### config.mk
export PLATFORM = sky130hd
export DESIGN_NAME = sldc_host
export DESIGN_NICKNAME = d
export VERILOG_FILES = /design/src/shared/sldc_pkg.sv /design/src/shared/sldc_tmr_if.sv /design/src/logic/sldc_host.sv /design/src/logic/sldc_timer.sv
export VERILOG_INCLUDE_DIRS = /design/src /design/src/shared
export SDC_FILE = /design/constraint.sdc
export NUM_CORES = 1
export LEC_CHECK = 0
export BUFFER_PORTS_ARGS = -buffer_cell sky130_fd_sc_hd__buf_2
export CAP_MARGIN = 20
export CORE_MARGIN = 10
export CORE_UTILIZATION = 56
export DETAILED_ROUTE_END_ITERATION = 8
export MAX_ROUTING_LAYER = met4
export PLACE_DENSITY = 0.9
export RECOVER_POWER = 25
export REMOVE_ABC_BUFFERS = 1
export SYNTH_ARGS = -nofsm -noshare
export SYNTH_HDL_FRONTEND = slang
export SYNTH_SLANG_ARGS = --single-unit
### constraint.sdc
create_clock -name clk -period 2.95 [get_ports clk]
set_clock_uncertainty 0.05 [all_clocks]
set_input_delay 0.1475 -clock clk [delete_from_list [all_inputs] [get_ports clk]]
set_output_delay 0.1475 -clock clk [all_outputs]
set_load 0.005 [all_outputs]
### src/shared/sldc_consts.svh
// offsets, fields, reset values and timing counts of the driver link host
`ifndef SLDC_CONSTS_SVH
`define SLDC_CONSTS_SVH

`define SLDC_CLK_NS 10
`define SLDC_T1_LEAD_NS 10
`define SLDC_T2_LEAD_NS 80
`define SLDC_HIGH_NS 60
`define SLDC_LOW_NS 60
`define SLDC_LAG_NS 80
`define SLDC_GAP_NS 170
`define SLDC_UPDATE_NS 100000

// least times, rounded up to whole cycles
`define SLDC_LEAD_CYC ((`SLDC_T2_LEAD_NS + `SLDC_CLK_NS - 1) / `SLDC_CLK_NS)
`define SLDC_HIGH_CYC ((`SLDC_HIGH_NS + `SLDC_CLK_NS - 1) / `SLDC_CLK_NS)
`define SLDC_LOW_CYC ((`SLDC_LOW_NS + `SLDC_CLK_NS - 1) / `SLDC_CLK_NS)
`define SLDC_LAG_CYC ((`SLDC_LAG_NS + `SLDC_CLK_NS - 1) / `SLDC_CLK_NS)
`define SLDC_GAP_CYC ((`SLDC_GAP_NS + `SLDC_CLK_NS - 1) / `SLDC_CLK_NS)
// fixed rewrite interval
`define SLDC_UPDATE_CYC (`SLDC_UPDATE_NS / `SLDC_CLK_NS)

`define SLDC_WORD_BITS 8
`define SLDC_CNT_W 8
`define SLDC_PWM_W 16

`define SLDC_OFF_CTRL 8'h00
`define SLDC_OFF_DATA 8'h04
`define SLDC_OFF_MASK 8'h08
`define SLDC_OFF_STAT 8'h0C

`define SLDC_CTRL_FORCE 0
`define SLDC_CTRL_PWM 1
`define SLDC_STAT_BUSY 0
`define SLDC_STAT_PEND 1

`define SLDC_DATA_RST 8'h00
`define SLDC_MASK_RST 8'h00

`endif

### src/shared/sldc_pkg.sv
// types of the driver link host
package sldc_pkg;

	typedef enum logic [2:0] {
		ST_IDLE = 3'h0,
		ST_LEAD = 3'h1,
		ST_HIGH = 3'h2,
		ST_LOW = 3'h3,
		ST_LAG = 3'h4,
		ST_GAP = 3'h5
	} sldc_state_t;

	typedef struct packed {
		sldc_state_t state;
		logic [2:0] bits;
		logic [7:0] shreg;
		logic [7:0] data;
		logic [7:0] mask;
		logic [7:0] sent;
		logic force_on;
		logic pwm_en;
		logic phase;
		logic pending;
		logic sel_n;
		logic sclk;
		logic mosi;
		logic [15:0] pwm_cnt;
		logic [31:0] rdata;
	} sldc_main_t;

	typedef struct packed {
		logic [7:0] cnt;
	} sldc_tmr_t;

endpackage

### src/shared/sldc_tmr_if.sv
// link between the sequencer and its interval timer
`timescale 1ns/1ps
`include "sldc_consts.svh"

interface sldc_tmr_if;
	logic load;
	logic [`SLDC_CNT_W-1:0] count;
	logic done;

	modport ctl (output load, output count, input done);
	modport tmr (input load, input count, output done);
endinterface

### src/logic/sldc_host.sv
// host controller that drives the eight-way low-side driver serial link
// Overview of operation
// - each frame carries exactly eight bits
// - host makes the serial clock
// - serial clock low while select high
// - lead delay before first clock
// - lag delay after last falling clock
// - idle gap between two words
// - modulation rewrites at twice the rate
// - modulation no faster than 5 kHz at the default UPDATE_CYC; the bench's 200 gives 250 kHz
// - rewrite once every 100 us
`timescale 1ns/1ps
`include "sldc_consts.svh"

module sldc_host #(
	parameter int UPDATE_CYC = `SLDC_UPDATE_CYC
) (
	input wire logic clk,
	input wire logic reset_n,
	input wire logic [7:0] addr,
	input wire logic [31:0] wdata,
	input wire logic wr,
	input wire logic rd,
	output logic [31:0] rdata,
	output logic select_active_low,
	output logic sclk,
	output logic mosi,
	output logic first_driver_force_on
);

	localparam logic [7:0] LEAD_CYC = 8'(`SLDC_LEAD_CYC);
	localparam logic [7:0] HIGH_CYC = 8'(`SLDC_HIGH_CYC);
	localparam logic [7:0] LOW_CYC = 8'(`SLDC_LOW_CYC);
	localparam logic [7:0] LAG_CYC = 8'(`SLDC_LAG_CYC);
	localparam logic [7:0] GAP_CYC = 8'(`SLDC_GAP_CYC);
	localparam logic [15:0] UPD_LAST = 16'(UPDATE_CYC - 1);

	localparam sldc_pkg::sldc_main_t RST = '{
		state: sldc_pkg::ST_IDLE,
		bits: 3'h0,
		shreg: 8'h00,
		data: `SLDC_DATA_RST,
		mask: `SLDC_MASK_RST,
		sent: 8'h00,
		force_on: 1'b0,
		pwm_en: 1'b0,
		phase: 1'b0,
		pending: 1'b0,
		sel_n: 1'b1,
		sclk: 1'b0,
		mosi: 1'b0,
		pwm_cnt: 16'h0000,
		rdata: 32'h00000000
	};

	sldc_pkg::sldc_main_t r_reg;
	sldc_pkg::sldc_main_t r_next;

	sldc_tmr_if tif();

	logic load;
	logic [7:0] count;
	logic pwm_tick;
	logic take;

	sldc_timer u_tmr (
		.clk(clk),
		.reset_n(reset_n),
		.t(tif)
	);

	assign tif.load = load;
	assign tif.count = count;

	// rewrite strobe, one per interval while modulation runs
	assign pwm_tick = r_reg.pwm_en && (r_reg.pwm_cnt == 16'h0000);
	assign take = (r_reg.state == sldc_pkg::ST_IDLE) && r_reg.pending;

	always_comb begin
		logic [7:0] word;
		logic set_req;
		word = 8'h00;
		set_req = 1'b0;
		r_next = r_reg;
		load = 1'b0;
		count = 8'h00;

		// interval counter
		if (!r_reg.pwm_en || pwm_tick) begin
			r_next.pwm_cnt = UPD_LAST;
		end else begin
			r_next.pwm_cnt = r_reg.pwm_cnt - 16'h0001;
		end
		if (pwm_tick) begin
			r_next.phase = !r_reg.phase;
			set_req = 1'b1;
		end

		// register writes
		if (wr) begin
			case (addr)
				`SLDC_OFF_CTRL: begin
					r_next.force_on = wdata[`SLDC_CTRL_FORCE];
					r_next.pwm_en = wdata[`SLDC_CTRL_PWM];
				end
				`SLDC_OFF_DATA: begin
					r_next.data = wdata[7:0];
					set_req = 1'b1;
				end
				`SLDC_OFF_MASK: begin
					r_next.mask = wdata[7:0];
				end
				default: begin
				end
			endcase
		end

		// register reads, data stands one cycle
		r_next.rdata = 32'h00000000;
		if (rd) begin
			case (addr)
				`SLDC_OFF_CTRL: begin
					r_next.rdata[`SLDC_CTRL_FORCE] = r_reg.force_on;
					r_next.rdata[`SLDC_CTRL_PWM] = r_reg.pwm_en;
				end
				`SLDC_OFF_DATA: begin
					r_next.rdata[7:0] = r_reg.data;
				end
				`SLDC_OFF_MASK: begin
					r_next.rdata[7:0] = r_reg.mask;
				end
				`SLDC_OFF_STAT: begin
					r_next.rdata[`SLDC_STAT_BUSY] =
						(r_reg.state != sldc_pkg::ST_IDLE);
					r_next.rdata[`SLDC_STAT_PEND] = r_reg.pending;
					r_next.rdata[15:8] = r_reg.sent;
				end
				default: begin
				end
			endcase
		end

		// a new request wins over the clear by the take
		r_next.pending = set_req || (r_reg.pending && !take);

		// frame sequencer
		case (r_reg.state)
			sldc_pkg::ST_IDLE: begin
				r_next.sclk = 1'b0;
				if (r_reg.pending) begin
					word = r_reg.data;
					if (r_reg.pwm_en) begin
						word = (r_reg.data & ~r_reg.mask) |
							(r_reg.phase ? r_reg.mask : 8'h00);
					end
					r_next.sent = word;
					r_next.shreg = word;
					r_next.mosi = word[7];
					r_next.bits = 3'h7;
					r_next.sel_n = 1'b0;
					r_next.state = sldc_pkg::ST_LEAD;
					load = 1'b1;
					count = LEAD_CYC;
				end
			end
			sldc_pkg::ST_LEAD: begin
				if (tif.done) begin
					r_next.sclk = 1'b1;
					r_next.state = sldc_pkg::ST_HIGH;
					load = 1'b1;
					count = HIGH_CYC;
				end
			end
			sldc_pkg::ST_HIGH: begin
				if (tif.done) begin
					r_next.sclk = 1'b0;
					load = 1'b1;
					if (r_reg.bits == 3'h0) begin
						r_next.state = sldc_pkg::ST_LAG;
						count = LAG_CYC;
					end else begin
						r_next.state = sldc_pkg::ST_LOW;
						count = LOW_CYC;
						r_next.shreg = {r_reg.shreg[6:0], 1'b0};
						r_next.mosi = r_reg.shreg[6];
						r_next.bits = r_reg.bits - 3'h1;
					end
				end
			end
			sldc_pkg::ST_LOW: begin
				if (tif.done) begin
					r_next.sclk = 1'b1;
					r_next.state = sldc_pkg::ST_HIGH;
					load = 1'b1;
					count = HIGH_CYC;
				end
			end
			sldc_pkg::ST_LAG: begin
				if (tif.done) begin
					r_next.sel_n = 1'b1;
					r_next.state = sldc_pkg::ST_GAP;
					load = 1'b1;
					count = GAP_CYC;
				end
			end
			sldc_pkg::ST_GAP: begin
				if (tif.done) begin
					r_next.mosi = 1'b0;
					r_next.state = sldc_pkg::ST_IDLE;
				end
			end
			default: begin
				r_next.state = sldc_pkg::ST_IDLE;
				r_next.sel_n = 1'b1;
				r_next.sclk = 1'b0;
			end
		endcase
	end

	always_ff @(posedge clk or negedge reset_n) begin
		if (!reset_n) begin
			r_reg <= RST;
		end else begin
			r_reg <= r_next;
		end
	end

	assign rdata = r_reg.rdata;
	assign select_active_low = r_reg.sel_n;
	assign sclk = r_reg.sclk;
	assign mosi = r_reg.mosi;
	assign first_driver_force_on = r_reg.force_on;

	// checking helpers
	logic h_sclk_d;
	logic h_sel_d;
	logic h_upd_ok;
	logic [3:0] h_rises;
	logic [7:0] h_lag;
	logic [7:0] h_idle;
	logic [15:0] h_upd;

	always_ff @(posedge clk or negedge reset_n) begin
		if (!reset_n) begin
			h_sclk_d <= 1'b0;
			h_sel_d <= 1'b1;
			h_upd_ok <= 1'b0;
			h_rises <= 4'h0;
			h_lag <= 8'hFF;
			h_idle <= 8'hFF;
			h_upd <= 16'h0000;
		end else begin
			h_sclk_d <= r_reg.sclk;
			h_sel_d <= r_reg.sel_n;
			if (r_reg.sel_n) begin
				h_rises <= 4'h0;
			end else if (r_reg.sclk && !h_sclk_d) begin
				h_rises <= h_rises + 4'h1;
			end
			if (!r_reg.sclk && h_sclk_d) begin
				h_lag <= 8'h01;
			end else if (h_lag != 8'hFF) begin
				h_lag <= h_lag + 8'h01;
			end
			if (r_reg.sel_n && !h_sel_d) begin
				h_idle <= 8'h01;
			end else if (h_idle != 8'hFF) begin
				h_idle <= h_idle + 8'h01;
			end
			if (!r_reg.pwm_en) begin
				h_upd_ok <= 1'b0;
				h_upd <= 16'h0000;
			end else if (pwm_tick) begin
				h_upd_ok <= 1'b1;
				h_upd <= 16'h0000;
			end else begin
				h_upd <= h_upd + 16'h0001;
			end
		end
	end

	property p_sclk_idle_low;
		@(posedge clk) disable iff (!reset_n)
		r_reg.sel_n |-> !r_reg.sclk;
	endproperty
	a_sclk_idle_low: assert property (p_sclk_idle_low)
		else $error("serial clock high while select high");

	property p_lead;
		@(posedge clk) disable iff (!reset_n)
		$fell(r_reg.sel_n) |-> (!r_reg.sclk)[*8] ##1 r_reg.sclk;
	endproperty
	a_lead: assert property (p_lead)
		else $error("lead delay not eight cycles");

	property p_high_pulse;
		@(posedge clk) disable iff (!reset_n)
		$rose(r_reg.sclk) |-> r_reg.sclk[*6] ##1 !r_reg.sclk;
	endproperty
	a_high_pulse: assert property (p_high_pulse)
		else $error("serial clock high time wrong");

	property p_eight_bits;
		@(posedge clk) disable iff (!reset_n)
		$rose(r_reg.sel_n) |-> (h_rises == 4'h8);
	endproperty
	a_eight_bits: assert property (p_eight_bits)
		else $error("frame did not carry eight clocks");

	property p_msb_first;
		@(posedge clk) disable iff (!reset_n)
		$rose(r_reg.sclk) |->
			(r_reg.mosi == r_reg.sent[3'(4'h7 - h_rises)]);
	endproperty
	a_msb_first: assert property (p_msb_first)
		else $error("data bit out of order");

	property p_lag;
		@(posedge clk) disable iff (!reset_n)
		$rose(r_reg.sel_n) |-> (h_lag >= LAG_CYC);
	endproperty
	a_lag: assert property (p_lag)
		else $error("select raised too soon after last clock");

	property p_gap;
		@(posedge clk) disable iff (!reset_n)
		$fell(r_reg.sel_n) |-> (h_idle >= GAP_CYC);
	endproperty
	a_gap: assert property (p_gap)
		else $error("gap between words too short");

	property p_pwm_rewrite;
		@(posedge clk) disable iff (!reset_n)
		pwm_tick |=> (r_reg.phase != $past(r_reg.phase)) && r_reg.pending;
	endproperty
	a_pwm_rewrite: assert property (p_pwm_rewrite)
		else $error("rewrite did not toggle phase and queue a word");

	property p_pwm_spacing;
		@(posedge clk) disable iff (!reset_n)
		pwm_tick |=> (!pwm_tick)[*8];
	endproperty
	a_pwm_spacing: assert property (p_pwm_spacing)
		else $error("rewrites closer than allowed");

	property p_pwm_interval;
		@(posedge clk) disable iff (!reset_n)
		(pwm_tick && h_upd_ok) |-> (h_upd == UPD_LAST);
	endproperty
	a_pwm_interval: assert property (p_pwm_interval)
		else $error("rewrite interval wrong");

endmodule

### src/logic/sldc_timer.sv
// interval timer: done marks the last cycle of a loaded span
`timescale 1ns/1ps
`include "sldc_consts.svh"

module sldc_timer (
	input wire logic clk,
	input wire logic reset_n,
	sldc_tmr_if.tmr t
);

	sldc_pkg::sldc_tmr_t r_reg;
	sldc_pkg::sldc_tmr_t r_next;

	always_comb begin
		r_next = r_reg;
		if (t.load) begin
			r_next.cnt = t.count;
		end else if (r_reg.cnt != 8'h00) begin
			r_next.cnt = r_reg.cnt - 8'h01;
		end
	end

	always_ff @(posedge clk or negedge reset_n) begin
		if (!reset_n) begin
			r_reg <= '0;
		end else begin
			r_reg <= r_next;
		end
	end

	assign t.done = (r_reg.cnt == 8'h01);

endmodule

==> impl_metrics.py <==
metrics = {
    "global_routing": {
        "antenna_found_initial": 0,
        "grt_overflow": 0,
        "grt_util_all_layers_pct": 16.4,
        "grt_max_degree": 85,
        "grt_pass1_vias": 3098,
        "grt_pass1_wl_um": 15000,
    },
    "timing": {
        "tightest_slew_ns": 0.766,
        "post-route-period-util_pct": 77.2,
        "clock.fmax_ghz": 0.439,
        "fin_setup_tns_ns": 0,
        "period_minus_slack_ns": 2.28,
        "setup_viol": 0,
        "finalMaxSlewViolations": 0,
        "rsz0062_at_grt": "false",
        "fin_hold_ws_ns": 0.0152,
        "relSlewSlack_pct": 48.5,
        "hold_viol_final": 0,
    },
    "cts": {
        "cts-resized-gates": 0,
        "tritoncts": "built",
        "clock_latency_ns": 0.36,
        "clock-root-buffer": "clkbuf_8",
        "cts_buffers": 9,
        "clk_pin_slew_ns": 0.08,
        "htree_levels": 3,
        "clock_sinks": 84,
        "cts_buffer_depth": 2,
    },
    "synthesis": {
        "async_flop_share_pct": 100,
        "yosysSeqAreaShare_pct": 49.5,
        "yosys.area.top_type": "dfrtp_1",
        "ys_types": 63,
        "syn_area_um2": 4250,
        "syn_avg_cell_area_um2": 10.7,
        "synthTopCellsByCount": "dfrtp_1, buf_4, nor2_1",
        "synth.most_common_cell": "dfrtp_1",
        "synth_flop_cell": "dfrtp_1",
        "synth_top_area_share_pct": 48.9,
        "yosys_warnings": 0,
        "syn_inst": 398,
        "synth_area_leaders": "dfrtp_1, mux2_2, buf_4",
        "synth-edff-count": 0,
        "synth-seq-cells": 84,
    },
    "placed_design": {
        "finalWeightedCongestion": 0.841,
        "place_area_um2": 4340,
        "place_hpwl_um": 6020,
        "port_buffers": 39,
    },
    "worst_hold_path": {
        "hold_depth": 2,
        "hold_class": "input pin to flip-flop",
    },
    "status": {
        "status": "completed",
    },
    "drt": {
        "drcViolationCount": 0,
        "totalWireLength_um": 8770,
        "drtPass1Iterations": 4,
        "ant_nets": 0,
        "first_iter_violations": 224,
        "vias": 2981,
        "wl_per_cell_um": 16.5,
        "via_per_inst": 5.60,
    },
    "worst_setup_path": {
        "worstPathMaxFanout": 7,
        "reg2regPathDepth": 5,
        "max_stage_delay_ns": 0.68,
        "cp-start-kind": "flip-flop",
        "path_cells": "inv_1 > ha_1 > or4b_2 > or2_2 > o32a_1",
        "r2r_slack_ns": 0.67,
        "cp_slowest_cell": "or4b_2",
        "crit_type": "flip-flop to flip-flop",
        "cp.required_ns": 3.14,
        "crit_path_end_kind": "flip-flop",
        "cp.arrival_ns": 2.47,
    },
    "floorplan": {
        "die_area_um2": 11500,
        "rows": 31,
        "dieHeight_um": 107,
        "initial_core_util_pct": 58.0,
        "die_x_um": 107,
        "ios": 80,
        "core_area_um2": 7330,
    },
    "power_and_ir_drop": {
        "power_density_nw_per_um2": 473,
        "ir_worst_vdd_mv": 0.316,
        "leakagePower_nw": 2.23,
        "total_power_mw": 2.21,
    },
    "layout": {
        "finalInstanceArea_um2": 4680,
        "diodes": 0,
        "drive_gt1_share_pct": 23.3,
        "largest_reg_flops": 56,
        "utilization_pct": 63.9,
        "nets": 477,
        "syn_to_final_growth_pct": 10.2,
    },
    "flow_run": {
        "maxCapViolations": 0,
    },
}
## worst paths after layout
kind                                start              to
max in group asynchronous         reset_n  u_tmr.r_reg[4]
hold / removal                    addr[3]        rdata[0]
setup reg to reg           u_tmr.r_reg[0]  u_tmr.r_reg[0]
hold reg to reg                 r_reg[87]       r_reg[87]
setup / recovery           u_tmr.r_reg[0]  u_tmr.r_reg[0]
min in group asynchronous         reset_n       r_reg[61]
## timing repair
item,in CTS,in global routing
setup buffers,0,0
endpoints found under the hold margin,97,0
hold buffers,9,0
## layer usage
| layer | GRT usage (%) | share of wire [%] | vias to the layer above |
|---|---|---|---|
| li1 | - | - | 1419 |
| met1 | 19.9 | 44 | 1482 |
| met2 | 26.4 | 50 | 66 |
| met3 | 3.47 | 4.0 | 14 |
| met4 | 6.00 | 1.6 | 0 |
| met5 | - | 0 | - |
## report_power, final
| group | total (mW) | internal (mW) | switching, mW |
|---|---|---|---|
| clock | 0.935 | 0.524 | 0.411 |
| sequential | 1.18 | 1.16 | 0.0154 |
| combinational | 0.0984 | 0.0408 | 0.0576 |
## kinds of logic after synthesis
logic type                 Yosys count  synth area share, %
muxes                               33                 8.80
AOI/OAI and AO/OA                   69                 11.2
other                                1               0.0883
buffers and inverters               57                 8.25
DFF                                 84                 49.5
xor gates and xnor gates            13                 2.68
and+or+nand+nor                    136                 18.0
adders and majority gates            5                 1.47
## cell usage in the layout, fill, tap and decap left out, types with 3 or more instances in the layout
master         count
a21boi_0           3
mux2i_1            7
nor4_1             4
conb_1            16
nand2_2            3
a31oi_1            3
buf_2             38
dfrtp_1           83
o41ai_1            3
ha_1               5
nor2b_1            9
buf_4              4
nand2_1           30
a21oi_1           13
nand3_1            7
nand2b_1           3
nand3b_1           3
nand4_1            3
nor4b_1            3
dlygate4sd3_1      9
o21ai_0           14
inv_1              8
xor2_1             6
a22oi_1            6
xnor2_1            7
nor2_1            32
or3_1              5
nor3_1             7
mux2_2            24
clkbuf_8          11
and2_1             9
a211oi_1           4
## worst max-delay path: cells and delay by family, from the launching register on
family / cells / cell delay [ns]
buffers and inverters: 1 / 0.09
DFF: 1 / 0.46
adders and majority gates: 1 / 0.23
and+or+nand+nor: 2 / 1.04
AOI/OAI and AO/OA: 1 / 0.30
## metrics by stage
stage	worst slack [ns]	instances
final	0.671	532
after global routing	0.488	532
after CTS	0.672	531
after detailed placement	0.696	506
after global placement	0.759	506
after floorplan	0.855	364
## layout make-up
cell class / count / area (µm²)
Timing Repair Buffer: 53 / 342
Inverter: 8 / 30.0
Multi-Input combinational cell: 272 / 1850
Fill cell: 556 / 2650
Sequential cell: 84 / 2100
Clock inverter: 5 / 81.3
Tap cell: 99 / 124
Clock buffer: 11 / 151
Note: power is estimated with default switching activity, not from simulation.
